==> src/verilog/bulk_in_ep_cfg.svh <==
// constants for the bulk in endpoint block
`ifndef BULK_IN_EP_CFG_SVH
`define BULK_IN_EP_CFG_SVH
`define EP_FIFO_BYTES 64
`define EP_CNT_W 7
`define INTR_CLEAR_RESET 8'hff
`define REG_RESET 8'h00
`define CONFIGURED_BIT 2
`endif

==> src/verilog/bulk_in_ep_pkg.sv <==
// types shared by the bulk in endpoint files
package bulk_in_ep_pkg;
    typedef logic [7:0] byte_t;
    typedef logic [6:0] count_t;
endpackage

==> src/verilog/bank_if.sv <==
// bank side signals between endpoint control and the bank store
`timescale 1ns/1ps
interface bank_if;
    logic wr_en;
    logic [7:0] wr_data;
    logic wr_bank;
    logic rd_en;
    logic rd_bank;
    logic [5:0] rd_addr;
    logic [7:0] rd_data;
    modport ctrl (output wr_en, output wr_data, output wr_bank, output rd_en,
        output rd_bank, output rd_addr, input rd_data);
    modport store (input wr_en, input wr_data, input wr_bank, input rd_en,
        input rd_bank, input rd_addr, output rd_data);
endinterface

==> src/verilog/usb_bulk_in_endpoint_fifo.sv <==
// bulk in endpoint: two bank fifo toggle, nak control, dma request
// Functional notes
// nak control resets to 0 (answer nak); 1 means data is sent on in tokens.
// nak control is set only when the sie side bank cannot take more data.
// banks toggle only when the cpu bank is full or data end is set and the sie count is 0.
// a toggle sets nak control and the sent bank is held until sent correctly.
// processor writes that fill the cpu bank and toggle set nak control and start sending.
// a dma fill with dma end enable 0 does not toggle until data end is set.
// setting data end toggles the banks and sets nak control together.
// clearing the buffer clears nak control at once.
// enabling dma while processor writes are under way raises the request at once.
// after 64 dma bytes the request drops and returns on the next toggle unless masked.
// while nak control is 0 no data goes out on in tokens.
// terminal count drops and masks the request until firmware unmasks it.
// cpu reset sets the five interrupt clear registers to ff and the rest to 00; the code holds only one of them, intr_clear.
// usb bus reset clears only the configured flag and the alt setting status.
// dma request is asserted only while the cpu bank can take data and is unmasked.
`timescale 1ns/1ps
`include "bulk_in_ep_cfg.svh"
module usb_bulk_in_endpoint_fifo #(
    parameter int DEPTH = `EP_FIFO_BYTES
) (
    input wire logic clk_sys,
    input wire logic reset,
    input wire logic bus_reset,
    input wire logic buf_wr,
    input wire bulk_in_ep_pkg::byte_t buf_wr_data,
    input wire logic dma_mode,
    input wire logic dma_wr,
    input wire logic dma_terminal_count,
    input wire logic dma_unmask,
    input wire logic buf_clear,
    input wire logic bulk_in_data_end_set,
    input wire logic bulk_in_dma_end_enable,
    input wire logic in_token,
    input wire logic tx_ack,
    input wire logic tx_byte_take,
    input wire logic configured_set,
    input wire bulk_in_ep_pkg::byte_t alt_setting_wr_data,
    input wire logic alt_setting_wr,
    output logic bulk_in_nak_ctrl,
    output logic dma_req,
    output logic nak_out,
    output logic tx_active,
    output bulk_in_ep_pkg::byte_t tx_data,
    output logic tx_last,
    output bulk_in_ep_pkg::count_t cpu_count,
    output bulk_in_ep_pkg::count_t sie_count,
    output bulk_in_ep_pkg::byte_t device_state_reg,
    output bulk_in_ep_pkg::byte_t alt_setting_status_reg,
    output bulk_in_ep_pkg::byte_t interrupt_clear_reg_first,
    output logic bulk_in_data_end
);
    import bulk_in_ep_pkg::*;
    localparam count_t FULL = count_t'(DEPTH);
    typedef enum logic [1:0] {TX_IDLE, TX_SEND, TX_WAIT_ACK} tx_state_t;
    typedef struct packed {
        logic nak;
        logic cpu_bank;
        count_t cpu_cnt;
        count_t sie_cnt;
        count_t sie_ptr;
        logic data_end;
        logic dma_filled;
        logic dma_mask;
        logic dma_hold;
        tx_state_t tx;
        logic tx_act;
        logic tx_lst;
        byte_t dev_state;
        byte_t alt_status;
        byte_t intr_clear;
    } ep_state_t;
    ep_state_t s_reg;
    ep_state_t s_next;
    logic cpu_full;
    logic wr_any;
    logic toggle;
    bank_if bk ();

    assign cpu_full = (s_reg.cpu_cnt == FULL);
    assign wr_any = (buf_wr | (dma_wr & dma_req)) & ~cpu_full;
    // toggle needs a full bank or data end, plus an empty sie bank
    assign toggle = ((cpu_full & ~s_reg.dma_filled) | s_reg.data_end)
        & (s_reg.cpu_cnt != '0 | s_reg.data_end) & (s_reg.sie_cnt == '0)
        & (s_reg.tx == TX_IDLE);

    always_comb begin
        s_next = s_reg;
        s_next.tx_lst = 1'b0;
        if (wr_any) begin
            s_next.cpu_cnt = s_reg.cpu_cnt + 7'h01;
            s_next.dma_filled = dma_wr & ~buf_wr & ~bulk_in_dma_end_enable
                & (s_reg.cpu_cnt + 7'h01 == FULL);
        end
        if (dma_wr & dma_req & (s_reg.cpu_cnt + 7'h01 == FULL)) begin
            s_next.dma_hold = 1'b1;
        end
        if (dma_unmask) begin
            s_next.dma_mask = 1'b0;
        end
        // terminal count in the unmask cycle still masks: set wins
        if (dma_terminal_count & dma_mode) begin
            s_next.dma_mask = 1'b1;
        end
        if (toggle) begin
            s_next.cpu_bank = ~s_reg.cpu_bank;
            s_next.sie_cnt = s_reg.cpu_cnt;
            s_next.sie_ptr = '0;
            s_next.cpu_cnt = '0;
            s_next.data_end = 1'b0;
            s_next.dma_filled = 1'b0;
            s_next.dma_hold = 1'b0;
            // sie bank now loaded and unable to take more
            s_next.nak = 1'b1;
        end
        unique case (s_reg.tx)
            TX_IDLE: begin
                if (in_token & s_reg.nak) begin
                    s_next.tx = TX_SEND;
                    s_next.tx_act = 1'b1;
                end
            end
            TX_SEND: begin
                if (tx_byte_take | s_reg.sie_cnt == '0) begin
                    if (s_reg.sie_ptr + 7'h01 >= s_reg.sie_cnt) begin
                        s_next.tx = TX_WAIT_ACK;
                        s_next.tx_act = 1'b0;
                        s_next.tx_lst = 1'b1;
                    end else begin
                        s_next.sie_ptr = s_reg.sie_ptr + 7'h01;
                    end
                end
            end
            TX_WAIT_ACK: begin
                // bank kept for retry until the host acknowledges
                if (tx_ack) begin
                    s_next.sie_cnt = '0;
                    s_next.tx = TX_IDLE;
                    if (~toggle) begin
                        s_next.nak = 1'b0;
                    end
                end else if (in_token) begin
                    s_next.sie_ptr = '0;
                    s_next.tx = TX_SEND;
                    s_next.tx_act = 1'b1;
                end
            end
        endcase
        if (buf_clear) begin
            s_next.nak = 1'b0;
            s_next.cpu_cnt = '0;
            s_next.sie_cnt = '0;
            s_next.data_end = 1'b0;
            s_next.dma_filled = 1'b0;
            s_next.dma_hold = 1'b0;
            s_next.tx = TX_IDLE;
            s_next.tx_act = 1'b0;
        end
        // set after the clears so a data end strobe is never lost
        if (bulk_in_data_end_set) begin
            s_next.data_end = 1'b1;
        end
        if (configured_set) begin
            s_next.dev_state[`CONFIGURED_BIT] = 1'b1;
        end
        if (alt_setting_wr) begin
            s_next.alt_status = alt_setting_wr_data;
        end
        if (bus_reset) begin
            s_next.dev_state[`CONFIGURED_BIT] = 1'b0;
            s_next.alt_status = `REG_RESET;
        end
    end

    always_ff @(posedge clk_sys or posedge reset) begin
        if (reset) begin
            s_reg <= '0;
            s_reg.tx <= TX_IDLE;
            s_reg.dev_state <= `REG_RESET;
            s_reg.alt_status <= `REG_RESET;
            s_reg.intr_clear <= `INTR_CLEAR_RESET;
        end else begin
            s_reg <= s_next;
        end
    end

    // request is combinational so enabling dma mid-write asks at once
    assign dma_req = dma_mode & ~s_reg.dma_mask & ~s_reg.dma_hold & ~cpu_full
        & ~s_reg.data_end;

    assign bk.wr_en = wr_any;
    assign bk.wr_data = buf_wr_data;
    assign bk.wr_bank = s_reg.cpu_bank;
    assign bk.rd_en = s_next.tx_act;
    assign bk.rd_bank = ~s_reg.cpu_bank;
    assign bk.rd_addr = s_next.sie_ptr[5:0];

    bank_store #(.DEPTH(DEPTH)) u_store (
        .clk_sys(clk_sys),
        .reset(reset),
        .wr_clear(toggle | buf_clear),
        .bk(bk)
    );

    assign bulk_in_nak_ctrl = s_reg.nak;
    assign nak_out = in_token & ~s_reg.nak & (s_reg.tx == TX_IDLE);
    assign tx_active = s_reg.tx_act;
    assign tx_data = bk.rd_data;
    assign tx_last = s_reg.tx_lst;
    assign cpu_count = s_reg.cpu_cnt;
    assign sie_count = s_reg.sie_cnt;
    assign device_state_reg = s_reg.dev_state;
    assign alt_setting_status_reg = s_reg.alt_status;
    assign interrupt_clear_reg_first = s_reg.intr_clear;
    assign bulk_in_data_end = s_reg.data_end;
endmodule

==> src/verilog/bank_store.sv <==
// two banks of 64 byte storage with write pointer per bank
`timescale 1ns/1ps
`include "bulk_in_ep_cfg.svh"
module bank_store #(
    parameter int DEPTH = `EP_FIFO_BYTES
) (
    input wire logic clk_sys,
    input wire logic reset,
    input wire logic wr_clear,
    bank_if.store bk
);
    import bulk_in_ep_pkg::*;
    typedef struct packed {
        logic [1:0][5:0] wptr;
        logic [7:0] rd_data;
    } store_state_t;
    logic [7:0] mem_reg [2][DEPTH];
    store_state_t s_reg;
    store_state_t s_next;

    always_comb begin
        s_next = s_reg;
        if (bk.wr_en) begin
            s_next.wptr[bk.wr_bank] = s_reg.wptr[bk.wr_bank] + 6'h01;
        end
        if (wr_clear) begin
            s_next.wptr[bk.wr_bank] = 6'h00;
        end
        // read port only moves while a packet is being sent
        if (bk.rd_en) begin
            s_next.rd_data = mem_reg[bk.rd_bank][bk.rd_addr];
        end
    end

    always_ff @(posedge clk_sys or posedge reset) begin
        if (reset) begin
            s_reg <= '0;
        end else begin
            s_reg <= s_next;
        end
    end

    // memory has no reset; contents are only read after being written
    always_ff @(posedge clk_sys) begin
        if (bk.wr_en) begin
            mem_reg[bk.wr_bank][s_reg.wptr[bk.wr_bank]] <= bk.wr_data;
        end
    end

    assign bk.rd_data = s_reg.rd_data;
endmodule

==> config.mk <==
export PLATFORM = sky130hd
export DESIGN_NAME = usb_bulk_in_endpoint_fifo
export DESIGN_NICKNAME = d
export VERILOG_FILES = /design/src/verilog/bulk_in_ep_pkg.sv /design/src/verilog/bank_if.sv /design/src/verilog/usb_bulk_in_endpoint_fifo.sv /design/src/verilog/bank_store.sv
export VERILOG_INCLUDE_DIRS = /design/src /design/src/verilog
export SDC_FILE = /design/constraint.sdc
export NUM_CORES = 1
export LEC_CHECK = 0
export CORE_MARGIN = 2
export CORE_UTILIZATION = 39
export CTS_CLUSTER_DIAMETER = 150
export CTS_CLUSTER_SIZE = 30
export DETAILED_ROUTE_END_ITERATION = 12
export DONT_BUFFER_PORTS = 1
export PLACE_DENSITY = 0.53
export SETUP_SLACK_MARGIN = 0.05
export SKIP_LAST_GASP = 1
export SLEW_MARGIN = 20
export SYNTH_ARGS = -nofsm -noshare
export SYNTH_HDL_FRONTEND = slang
export SYNTH_SLANG_ARGS = --single-unit
==> constraint.sdc <==
create_clock -name clk_sys -period 5.3 [get_ports clk_sys]
set_input_delay 0.795 -clock clk_sys [delete_from_list [all_inputs] [get_ports clk_sys]]
set_output_delay 0.795 -clock clk_sys [all_outputs]
set_load 0.05 [all_outputs]
==> reports/qor.yml, run 1 <==
r2r-start: "s_reg[32]"
grt_setup_unrepaired: "no"
yosys-top-cells-area: "edfxtp_1, mux4_2, nand2_1"
synthSimpleGateAreaFrac_pct: 8.26
synthXorXnorAreaFrac_pct: 0.298
finalNonFillerCells: 4213
syn_area_sq_mm: 0.0441
holdCritPathClass: "in -> async"
wl_um: 114000
synthMuxAreaShare_pct: 9.82
r2r_end: "u_store.bk.rd_data[7]"
final_hold_viol_count: 0
p_per_area_mw_per_mm2: 344
synth_top_area_cell: "edfxtp_1"
crit_path_top_delay_cell: "or4_4"
rows: 123
grt_pass1_wl_um: 167000
cts-buffers-inserted: 42
vdd.ir_drop.worst_mv: 0.218
tightest_slew_ns: 1.29
synthAdderAreaFrac_pct: 0.426
setup_violations: 0
synthArstFlopShare_pct: 5.54
cp_num_cells: 16
leakagePower_nw: 14.4
synth_top_family_by_area: "multiplexers"
antenna_found_initial: 3
cts.sinks: 1084
initial_core_util_pct: 39.3
avgRoutedWirePerCell_um: 27.1
place_inst: 4136
post_synth.cell_area_avg_sq_um: 16.1
clock_latency_ns: 0.66
crit_path_max_incr_delay_ns: 0.51
synth_seq_cells: 1084
crit_arrival_ns: 5.64
fin_total_pwr_w: 0.0161
grt_max_degree: 129
cts.reportedPaths.clkPinSlew_ns: 0.12
clock_skew_ns: 0.0421
fin_crit_sh_pct: 95.6
fp.dieH_um: 340
cp-startpoint: "s_reg[32]"
vias: 24000
dpl_worst_slack_ns: 0.107
synth_compound_area_share_pct: 5.06
largest_reg_flops: 1024
dr.pass1.iters: 5
criticalPathCategory: "reg -> reg"
m1WireLength_um: 49900
critPathCaptureType: "flop"
drv_slew: 0
dr_wl_met3_um: 7330
synth_top_area_share_pct: 69.7
crit_fanout: 49
die_w_um: 340
num-nets-final: 2727
dp_hpwl_um: 69000
synth_flop_cell: "edfxtp_1"
grt_pass1_vias: 23800
crit_end: "u_store.bk.rd_data[7]"
setup_slack_ns: 0.232
cap_violations: 0
ys_warn_count: 0
ant_nets: 0
crit_path_start_kind: "flop"
critPathRequiredTime_ns: 5.87
cts_root_buf: "clkbuf_16"
synth_cell_types: 73
r2r_setup_slack_ns: 0.23
maxSlewHeadroom_pct: 14.0
ys_seq_area_share_pct: 73.1
fin_setup_tns_ns: 0
drc_errors: 0
final.min_clock_period_ns: 5.07
synth_edf_count: 1024
drive_above_1_share_pct: 11.4
coreArea_sq_mm: 0.112
cp_top_family: "compound AO/OA/AOI/OAI gates"
r2r_cells: 16
cts_tree: "done"
drt_iter0_markers: 2519
vias_per_cell: 5.70
fmax_mhz: 197
status: "completed"
finish.utilization_pct: 41.7
grt_overflow: 0
wl_met2_um: 53800
crit_chain: "ha_1, xor2_1, ha_1, or3_1, o21ai_1, o31ai_2, or4_4, and2_4, clkinv_16, buf_4, a211oi_1, a311o_1, a211oi_1, a2111oi_0, o31a_1, nor4_2"
grtUsageTotal_pct: 19.5
path_buf_inv: 2
synthCells: 2739
clk_path_buf_depth: 3
place.gp.congestion: 0.835
routed.top_layer: "met4"
area_growth_pct: 6.27
die-area_sq_mm: 0.116
port_buffers: 0
io_pins: 84
cts_max_level: 2
-- Yosys cell counts, drive strengths merged (14+ instances only) --
| library cell | instances |
|---|---|
| edfxtp | 1024 |
| nand2 | 401 |
| nor2 | 190 |
| mux4 | 141 |
| nand3 | 134 |
| buf | 117 |
| mux2i | 113 |
| clkbuf | 82 |
| dfrtp | 60 |
| a21oi | 51 |
| a211oi | 45 |
| and3 | 44 |
| o21ai | 39 |
| a31oi | 38 |
| inv | 24 |
| a32oi | 23 |
| nor3 | 18 |
| a32o | 15 |
| ha | 15 |
| o211ai | 15 |
| a311o | 14 |
| nand4 | 14 |
-- report_power, final --
part	switching (W)	internal, W	total (W)	leakage, nW
logic	0.00127	0.000917	0.00218	3.87
registers	0.000292	0.00946	0.00975	9.99
clock network	0.00260	0.00158	0.00418	0.582
total	0.00416	0.0120	0.0161	14.4
-- stage by stage --
step	area [sq um]	hold slack, ns
2_1_floorplan	44100	0.446
3_3_place_gp	45600	0.460
3_5_place_dp	45600	0.479
4_1_cts	46800	0.0923
5_1_grt	46900	0.132
6_report	46900	0.116
-- worst min path at each step --
stage,start,endpoint,slack [ns],cells after the start
final,reset,tx_active,0.12,1
after global routing,reset,tx_active,0.13,1
after CTS,reset,tx_active,0.09,1
after detailed placement,u_store.s_reg[16],u_store.s_reg[16],0.48,1
after global placement,flop,flop,0.46,1
after floorplan,flop,flop,0.45,1
-- kinds of logic after synthesis --
logic type                 after synthesis
other                                    2
xor gates and xnor gates                15
muxes                                  256
DFF                                   1084
adders and majority gates               15
and+or+nand+nor                        836
AOI/OAI and AO/OA                      306
buffers and inverters                  225
-- repair_timing --
item,CTS,global route
hold buffers,0,0
gates resized for setup,0,9
setup buffers,0,0
endpoints found under the setup margin,0,8
hold endpoints to repair,0,0
-- placed cells by master, fill, tap and decap left out, types with 13 or more instances in the layout --
cell type,n
dfrtp_1,56
a32o_1,15
nand2_1,399
edfxtp_1,1024
o21ai_0,32
nand3_1,134
conb_1,15
nor2_1,188
mux2i_1,113
nand4_1,14
mux4_2,141
clkbuf_1,31
ha_1,15
inv_1,22
a32oi_1,23
a211oi_1,45
and3_1,43
a21oi_1,51
nor3_1,13
a311o_1,14
a31oi_1,38
clkbuf_16,43
o211ai_1,14
buf_4,72
-- cell type report --
| type | count | area [sq um] |
|---|---|---|
| antenna | 1 | 2.50 |
| clock buffer | 74 | 1190 |
| clock inverter | 2 | 38.8 |
| fill | 10100 | 65500 |
| inverter | 26 | 125 |
| multi-input combinational | 1443 | 10600 |
| sequential | 1084 | 32300 |
| tap | 1500 | 1880 |
| timing repair buffer | 83 | 747 |
-- per-layer routing --
metal | vias up | global-route usage [%]
li1 | 10400 | -
met1 | 12700 | 27.9
met2 | 852 | 31.2
met3 | 134 | 2.97
met4 | 0 | 5.30
met5 | - | 0
No activity file was read; power rests on OpenSTA's default activity.
==> run 2, diff against run 1 <==
--- a/config.mk
+++ b/config.mk
@@ -12,7 +12,7 @@
 export CTS_CLUSTER_SIZE = 30
 export DETAILED_ROUTE_END_ITERATION = 12
 export DONT_BUFFER_PORTS = 1
-export PLACE_DENSITY = 0.53
+export PLACE_DENSITY = 0.58
 export SETUP_SLACK_MARGIN = 0.05
 export SKIP_LAST_GASP = 1
 export SLEW_MARGIN = 20
==> run 2 against run 1 <==
Compared with the run above:
- via count decreased by 0.75%
- non-clock buffer count is 12 lower
- register-to-register slack improved by 0.02 ns
- largest cell class unchanged
==> reports/qor.yml, run 2 (synthesis results as in run 1) <==
grt_setup_unrepaired: "yes"
rows: 123  # unchanged
cts_tree: "done"
diodes: 0  # -1
ant_nets: 0  # unchanged
crit_fanout: 70  # +43%
place.gp.congestion: 0.851  # +1.9%
tightest_slew_ns: 0.954  # -0.332 ns
setup_slack_ns: 0.255  # +0.0236 ns
status: "completed"
grt_pass1_vias: 23500  # -1.2%
critPathCaptureType: "flop"
largest_reg_flops: 1024  # unchanged
crit_path_max_incr_delay_ns: 0.50  # about the same
avgRoutedWirePerCell_um: 26.1  # -3.5%
mostFrequentLayoutCells: "edfxtp_1, nand2_1, nor2_1"
clock_latency_ns: 0.64  # -0.02 ns
fin_area_sq_mm: 0.0468  # -0.21%
critPathRequiredTime_ns: 5.84  # -0.03 ns
final_hold_viol_count: 0  # unchanged
initial_core_util_pct: 39.3  # unchanged
die-area_sq_mm: 0.116  # unchanged
multi_input_area_sq_mm: 0.0106  # +0.13%
dpl_worst_slack_ns: 0.105  # -0.00224 ns
vdd.ir_drop.worst_mv: 0.234  # +7.3%
drv_slew: 0  # unchanged
fill_cells: 10000  # -0.63%
cts.reportedPaths.clkPinSlew_ns: 0.12  # about the same
die_w_um: 340  # unchanged
drive_above_1_share_pct: 11.0  # -0.37 points
wl_um: 110000  # -4.0%
setup_violations: 0  # unchanged
crit_chain: "ha_1, and2_1, nand2_1, xnor2_1, inv_1, ha_1, a21o_1, a21oi_2, o31ai_2, or4_4, and2_4, clkinv_16, buf_4, mux4_2, nand2_1, nand3_1, nand4_1, o31a_1, nor4_2"
postCtsSetupRepairBufs: 0  # unchanged
final.min_clock_period_ns: 5.04  # -0.0236 ns
area_growth_pct: 6.05
dp_hpwl_um: 66900  # -3.0%
cts-buffers-inserted: 42  # unchanged
holdCritPathClass: "in -> async"
grt_overflow: 0  # unchanged
leakagePower_nw: 14.4  # -0.40%
cp-startpoint: "s_reg[33]"
io_pins: 84  # unchanged
port_buffers: 0  # unchanged
drt_iter0_markers: 2574  # +2.2%
coreArea_sq_mm: 0.112  # unchanged
vias: 23800  # -0.75%
post_dp_cell_area_sq_mm: 0.0455  # -0.23%
clock_skew_ns: 0.0409  # -0.00127 ns
num-nets-final: 2715  # -0.44%
maxSlewHeadroom_pct: 36.2  # +22 points
crit_path_start_kind: "flop"
r2r-start: "s_reg[33]"
vias_per_cell: 5.69  # -0.28%
dr.pass1.iters: 5  # unchanged
criticalPathCategory: "reg -> reg"
antenna_found_initial: 2  # -1
fin_setup_tns_ns: 0  # unchanged
grtUsageTotal_pct: 18.7  # -0.83 points
drc_errors: 0  # unchanged
grt_max_degree: 129  # unchanged
seqCellArea_sq_mm: 0.0323  # unchanged
crit_arrival_ns: 5.59  # -0.05 ns
cts.sinks: 1084  # unchanged
cts_root_buf: "clkbuf_16"
holdWs_ns: 0.0766  # -0.0393 ns
crit_path_top_delay_cell: "or4_4"
fp.dieH_um: 340  # unchanged
cts_max_level: 2  # unchanged
final_common_cell: "edfxtp_1"
p_per_area_mw_per_mm2: 341  # -0.97%
clk_path_buf_depth: 3  # unchanged
grt_pass1_wl_um: 161000  # -3.9%
fmax_mhz: 198  # +0.47%
finish.utilization_pct: 41.6  # -0.087 points
cap_violations: 0  # unchanged
fin_crit_sh_pct: 95.2  # -0.45 points
## run 2: changes by cell type in the layout (fill, tap and decap cells not counted), sizes merged
cell    previous run  this run
clkbuf            74        67
diode              1         0
buf               83        71
## run 2: metrics by stage
stage	instances	total power, W
finish	4193	0.0159
global route	4193	0.0164
CTS	4193	0.0160
detailed placement	4124	0.0121
global placement	4124	0.0120
floorplan	2752	0.0115
## run 2: final timing paths
kind	to	slack, ns	cells after the start
worst max-delay path	u_store.bk.rd_data[4]	0.26	19
worst max register to register	u_store.bk.rd_data[4]	0.26	19
max in group asynchronous	bk.wr_bank	4.23	2
min in group clk_sys	alt_setting_status_reg[4]	0.19	1
worst min register to register	flop	0.50	1
worst min-delay path	bulk_in_nak_ctrl	0.08	1
## run 2: worst max-delay path: cells and delay by family, from the launching register on
kind	cells	cell delay [ns]
mux	1	0.27
buf+inv	3	0.61
fa+ha+maj	2	0.48
flops	1	0.46
xor+xnor	1	0.20
compound gates	4	0.97
simple gates	8	1.85
## run 2: area by class of cell
type,instances,share of cell area [%]
Tap cell,1500,4.01
Sequential cell,1084,69.0
Timing Repair Buffer,71,1.42
Clock inverter,2,0.0829
Inverter,26,0.268
Clock buffer,67,2.49
Multi-Input combinational cell,1443,22.7
## run 2: layer usage
metal,vias up,global-route usage [%],part of all wire (%)
met5,-,0,0.025
met4,4,4.30,2.2
met3,117,4.01,8.0
met2,934,29.3,46
met1,12500,26.8,43
li1,10300,-,-
## run 2: what timing repair did
item / in CTS / in global routing
hold endpoints to repair: 0 / 0
setup endpoints to repair: 1 / 8
resized for setup: 1 / 12
hold buffers: 0 / 0
## run 2: report_power, final
group	leakage [nW]	total (W)	switching, W	internal, W
clock	0.574	0.00406	0.00251	0.00156
combinational	3.82	0.00212	0.00120	0.000922
sequential	9.99	0.00974	0.000278	0.00946
total	14.4	0.0159	0.00399	0.0119
==> run 3, diff against run 2 <==
--- a/config.mk
+++ b/config.mk
@@ -7,12 +7,12 @@
 export NUM_CORES = 1
 export LEC_CHECK = 0
 export CORE_MARGIN = 2
-export CORE_UTILIZATION = 39
+export CORE_UTILIZATION = 63
 export CTS_CLUSTER_DIAMETER = 150
 export CTS_CLUSTER_SIZE = 30
 export DETAILED_ROUTE_END_ITERATION = 12
 export DONT_BUFFER_PORTS = 1
-export PLACE_DENSITY = 0.58
+export PLACE_DENSITY = 0.84
 export SETUP_SLACK_MARGIN = 0.05
 export SKIP_LAST_GASP = 1
 export SLEW_MARGIN = 20
==> run 3 against run 2 <==
Compared with the run above:
- fmax shrank 2.2%
- routed wire length down 6.6%
- die area is 38% lower
- clock skew increased by 0.011 ns
- sequential share of layout area rose by 0.77 points
- sequential power down 0.7%
- hold slack better by 0.12 ns
- cell area down 1.1%
- global-route usage is 9.9 points higher
- via count is 4.7% higher
- critical path type unchanged
- largest cell class unchanged
==> reports/qor.yml, run 3 (synthesis results as in run 1) <==
finalNonFillerCells: 3650  # -13%
die_w_um: 269  # -21%
grtUsageTotal_pct: 28.6  # +9.9 points
antenna_found_initial: 1  # -1
critPathRequiredTime_ns: 5.81  # -0.03 ns
maxSlewHeadroom_pct: 25.6  # -11 points
dp_hpwl_um: 61700  # -7.8%
crit_fanout: 14  # -80%
setup_violations: 0  # unchanged
drive_above_1_share_pct: 11.8  # +0.82 points
fin_setup_tns_ns: 0  # unchanged
cts_root_buf: "clkbuf_16"
final_common_cell: "edfxtp_1"
fmax_mhz: 194  # -2.2%
leakagePower_nw: 14.5  # +0.92%
wl_um: 102000  # -6.6%
io_pins: 84  # unchanged
criticalPathCategory: "reg -> reg"
port_buffers: 0  # unchanged
mostFrequentLayoutCells: "edfxtp_1, nand2_1, nor2_1"
postCtsSetupRepairBufs: 0  # unchanged
place.gp.congestion: 0.942  # +11%
vias_per_cell: 6.84  # +20%
die-area_sq_mm: 0.0721  # -38%
holdCritPathClass: "in -> reg"
p_per_area_mw_per_mm2: 342  # +0.42%
coreArea_sq_mm: 0.0697  # -38%
drv_slew: 0  # unchanged
place_inst: 3587  # -13%
rows: 97  # -21%
vdd.ir_drop.worst_mv: 0.509  # +120%
r2r_cells: 16  # -3
r2r-start: "s_reg[33]"
avgRoutedWirePerCell_um: 28.0  # +7.3%
crit_path_start_kind: "flop"
crit_end: "u_store.bk.rd_data[1]"
final_hold_viol_count: 0  # unchanged
area_growth_pct: 4.87
cap_violations: 0  # unchanged
grt_max_degree: 129  # unchanged
clock_skew_ns: 0.0520  # +0.0111 ns
initial_core_util_pct: 63.3  # +24 points
min_path_cells: 1
dr.pass1.iters: 6  # +1
clk_path_buf_depth: 3  # unchanged
critPathCaptureType: "flop"
largest_reg_flops: 1024  # unchanged
grt_pass1_wl_um: 153000  # -5.0%
crit_arrival_ns: 5.67  # +0.08 ns
cts.sinks: 1084  # unchanged
cp-startpoint: "s_reg[33]"
grt_overflow: 0  # unchanged
r2r_end: "u_store.bk.rd_data[1]"
final.min_clock_period_ns: 5.16  # +0.114 ns
ant_nets: 0  # unchanged
clock_latency_ns: 0.64  # about the same
num-nets-final: 2739  # +0.88%
status: "completed"
vias: 25000  # +4.7%
drt_iter0_markers: 3806  # +48%
cts_max_level: 2  # unchanged
cts.reportedPaths.clkPinSlew_ns: 0.12  # about the same
drc_errors: 0  # unchanged
fp.dieH_um: 269  # -21%
tightest_slew_ns: 1.12  # +0.162 ns
fill_cells: 4499  # -55%
fin_crit_sh_pct: 97.3  # +2.1 points
grt_setup_unrepaired: "yes"
r2r_setup_slack_ns: 0.14  # -0.11 ns
cts-buffers-inserted: 42  # unchanged
cts_tree: "done"
grt_pass1_vias: 24000  # +2.2%
## run 3: cell types whose count changed in the layout (fill, tap and decap cells not counted), moves of 2 or more
cell and change:
nor3_1 -2, dfrtp_2 -2, buf_4 +21, dfrtp_1 +2, clkbuf_1 -8, buf_12 +4, nor3_2 +2
## run 3: per-layer routing
metal	wire, um	global-route usage (%)
met5	0	0
met4	3790	9.59
met3	11900	6.19
met2	48600	44.7
met1	38000	40.7
## run 3: through the flow
step / hold slack, ns / power (W) / instance area, sq um / worst slack (ns) / util (%)
floorplan: 0.446 / 0.0115 / 44100 / 1.10 / -
global placement: 0.461 / 0.0120 / 45000 / 0.133 / 64.6
detailed placement: 0.482 / 0.0120 / 45000 / 0.0671 / 64.6
CTS: 0.186 / 0.0158 / 46200 / 0.158 / 66.3
global route: 0.171 / 0.0162 / 46200 / 0.00238 / 66.4
finish: 0.200 / 0.0158 / 46200 / 0.142 / 66.4
## run 3: worst min-delay path by stage
stage              start  slack (ns)                   endpoint
3_3_place_gp        flop        0.46                       flop
2_1_floorplan       flop        0.45                       flop
6_report       bus_reset        0.20  alt_setting_status_reg[6]
3_5_place_dp        flop        0.48                       flop
5_1_grt        buf_clear        0.17                  s_reg[27]
4_1_cts        bus_reset        0.19  alt_setting_status_reg[6]
## run 3: final cells by class
cell class | count | area (sq um) | share of cell area (%)
well taps | 940 | 1180 | 2.54
clock inverters | 2 | 38.8 | 0.0839
diodes | 1 | 2.50 | 0.00541
multi-input cells | 1443 | 10600 | 23.0
repair buffers | 95 | 888 | 1.92
inverters | 26 | 115 | 0.249
clock buffers | 59 | 1140 | 2.46
flip-flops and latches | 1084 | 32300 | 69.7
## run 3: power breakdown
part / internal (W) / switching [W] / total [W]
sequential: 0.00946 / 0.000208 / 0.00967
combinational: 0.000923 / 0.00125 / 0.00217
clock: 0.00153 / 0.00244 / 0.00397
total: 0.0119 / 0.00390 / 0.0158
## run 3: timing repair
action / 4_1_cts / 5_1_grt
endpoints found under the setup margin: 1 / 8
resized for setup: 1 / 7
pin swaps: 0 / 1
hold buffers: 0 / 0
cloned: 0 / 1
## run 3: critical path, cell delays in order (launching register included)
cell	delay, ns
dfrtp_1	0.49
ha_1	0.27
and2_1	0.23
nand4_1	0.15
xnor2_1	0.19
ha_1	0.32
nand3_1	0.14
o31ai_2	0.46
nor3_2	0.13
buf_4	0.21
a221o_2	0.50
a211oi_1	0.38
a311o_1	0.25
nand2_1	0.07
a2111oi_0	0.85
o31a_1	0.35
nor4_2	0.05
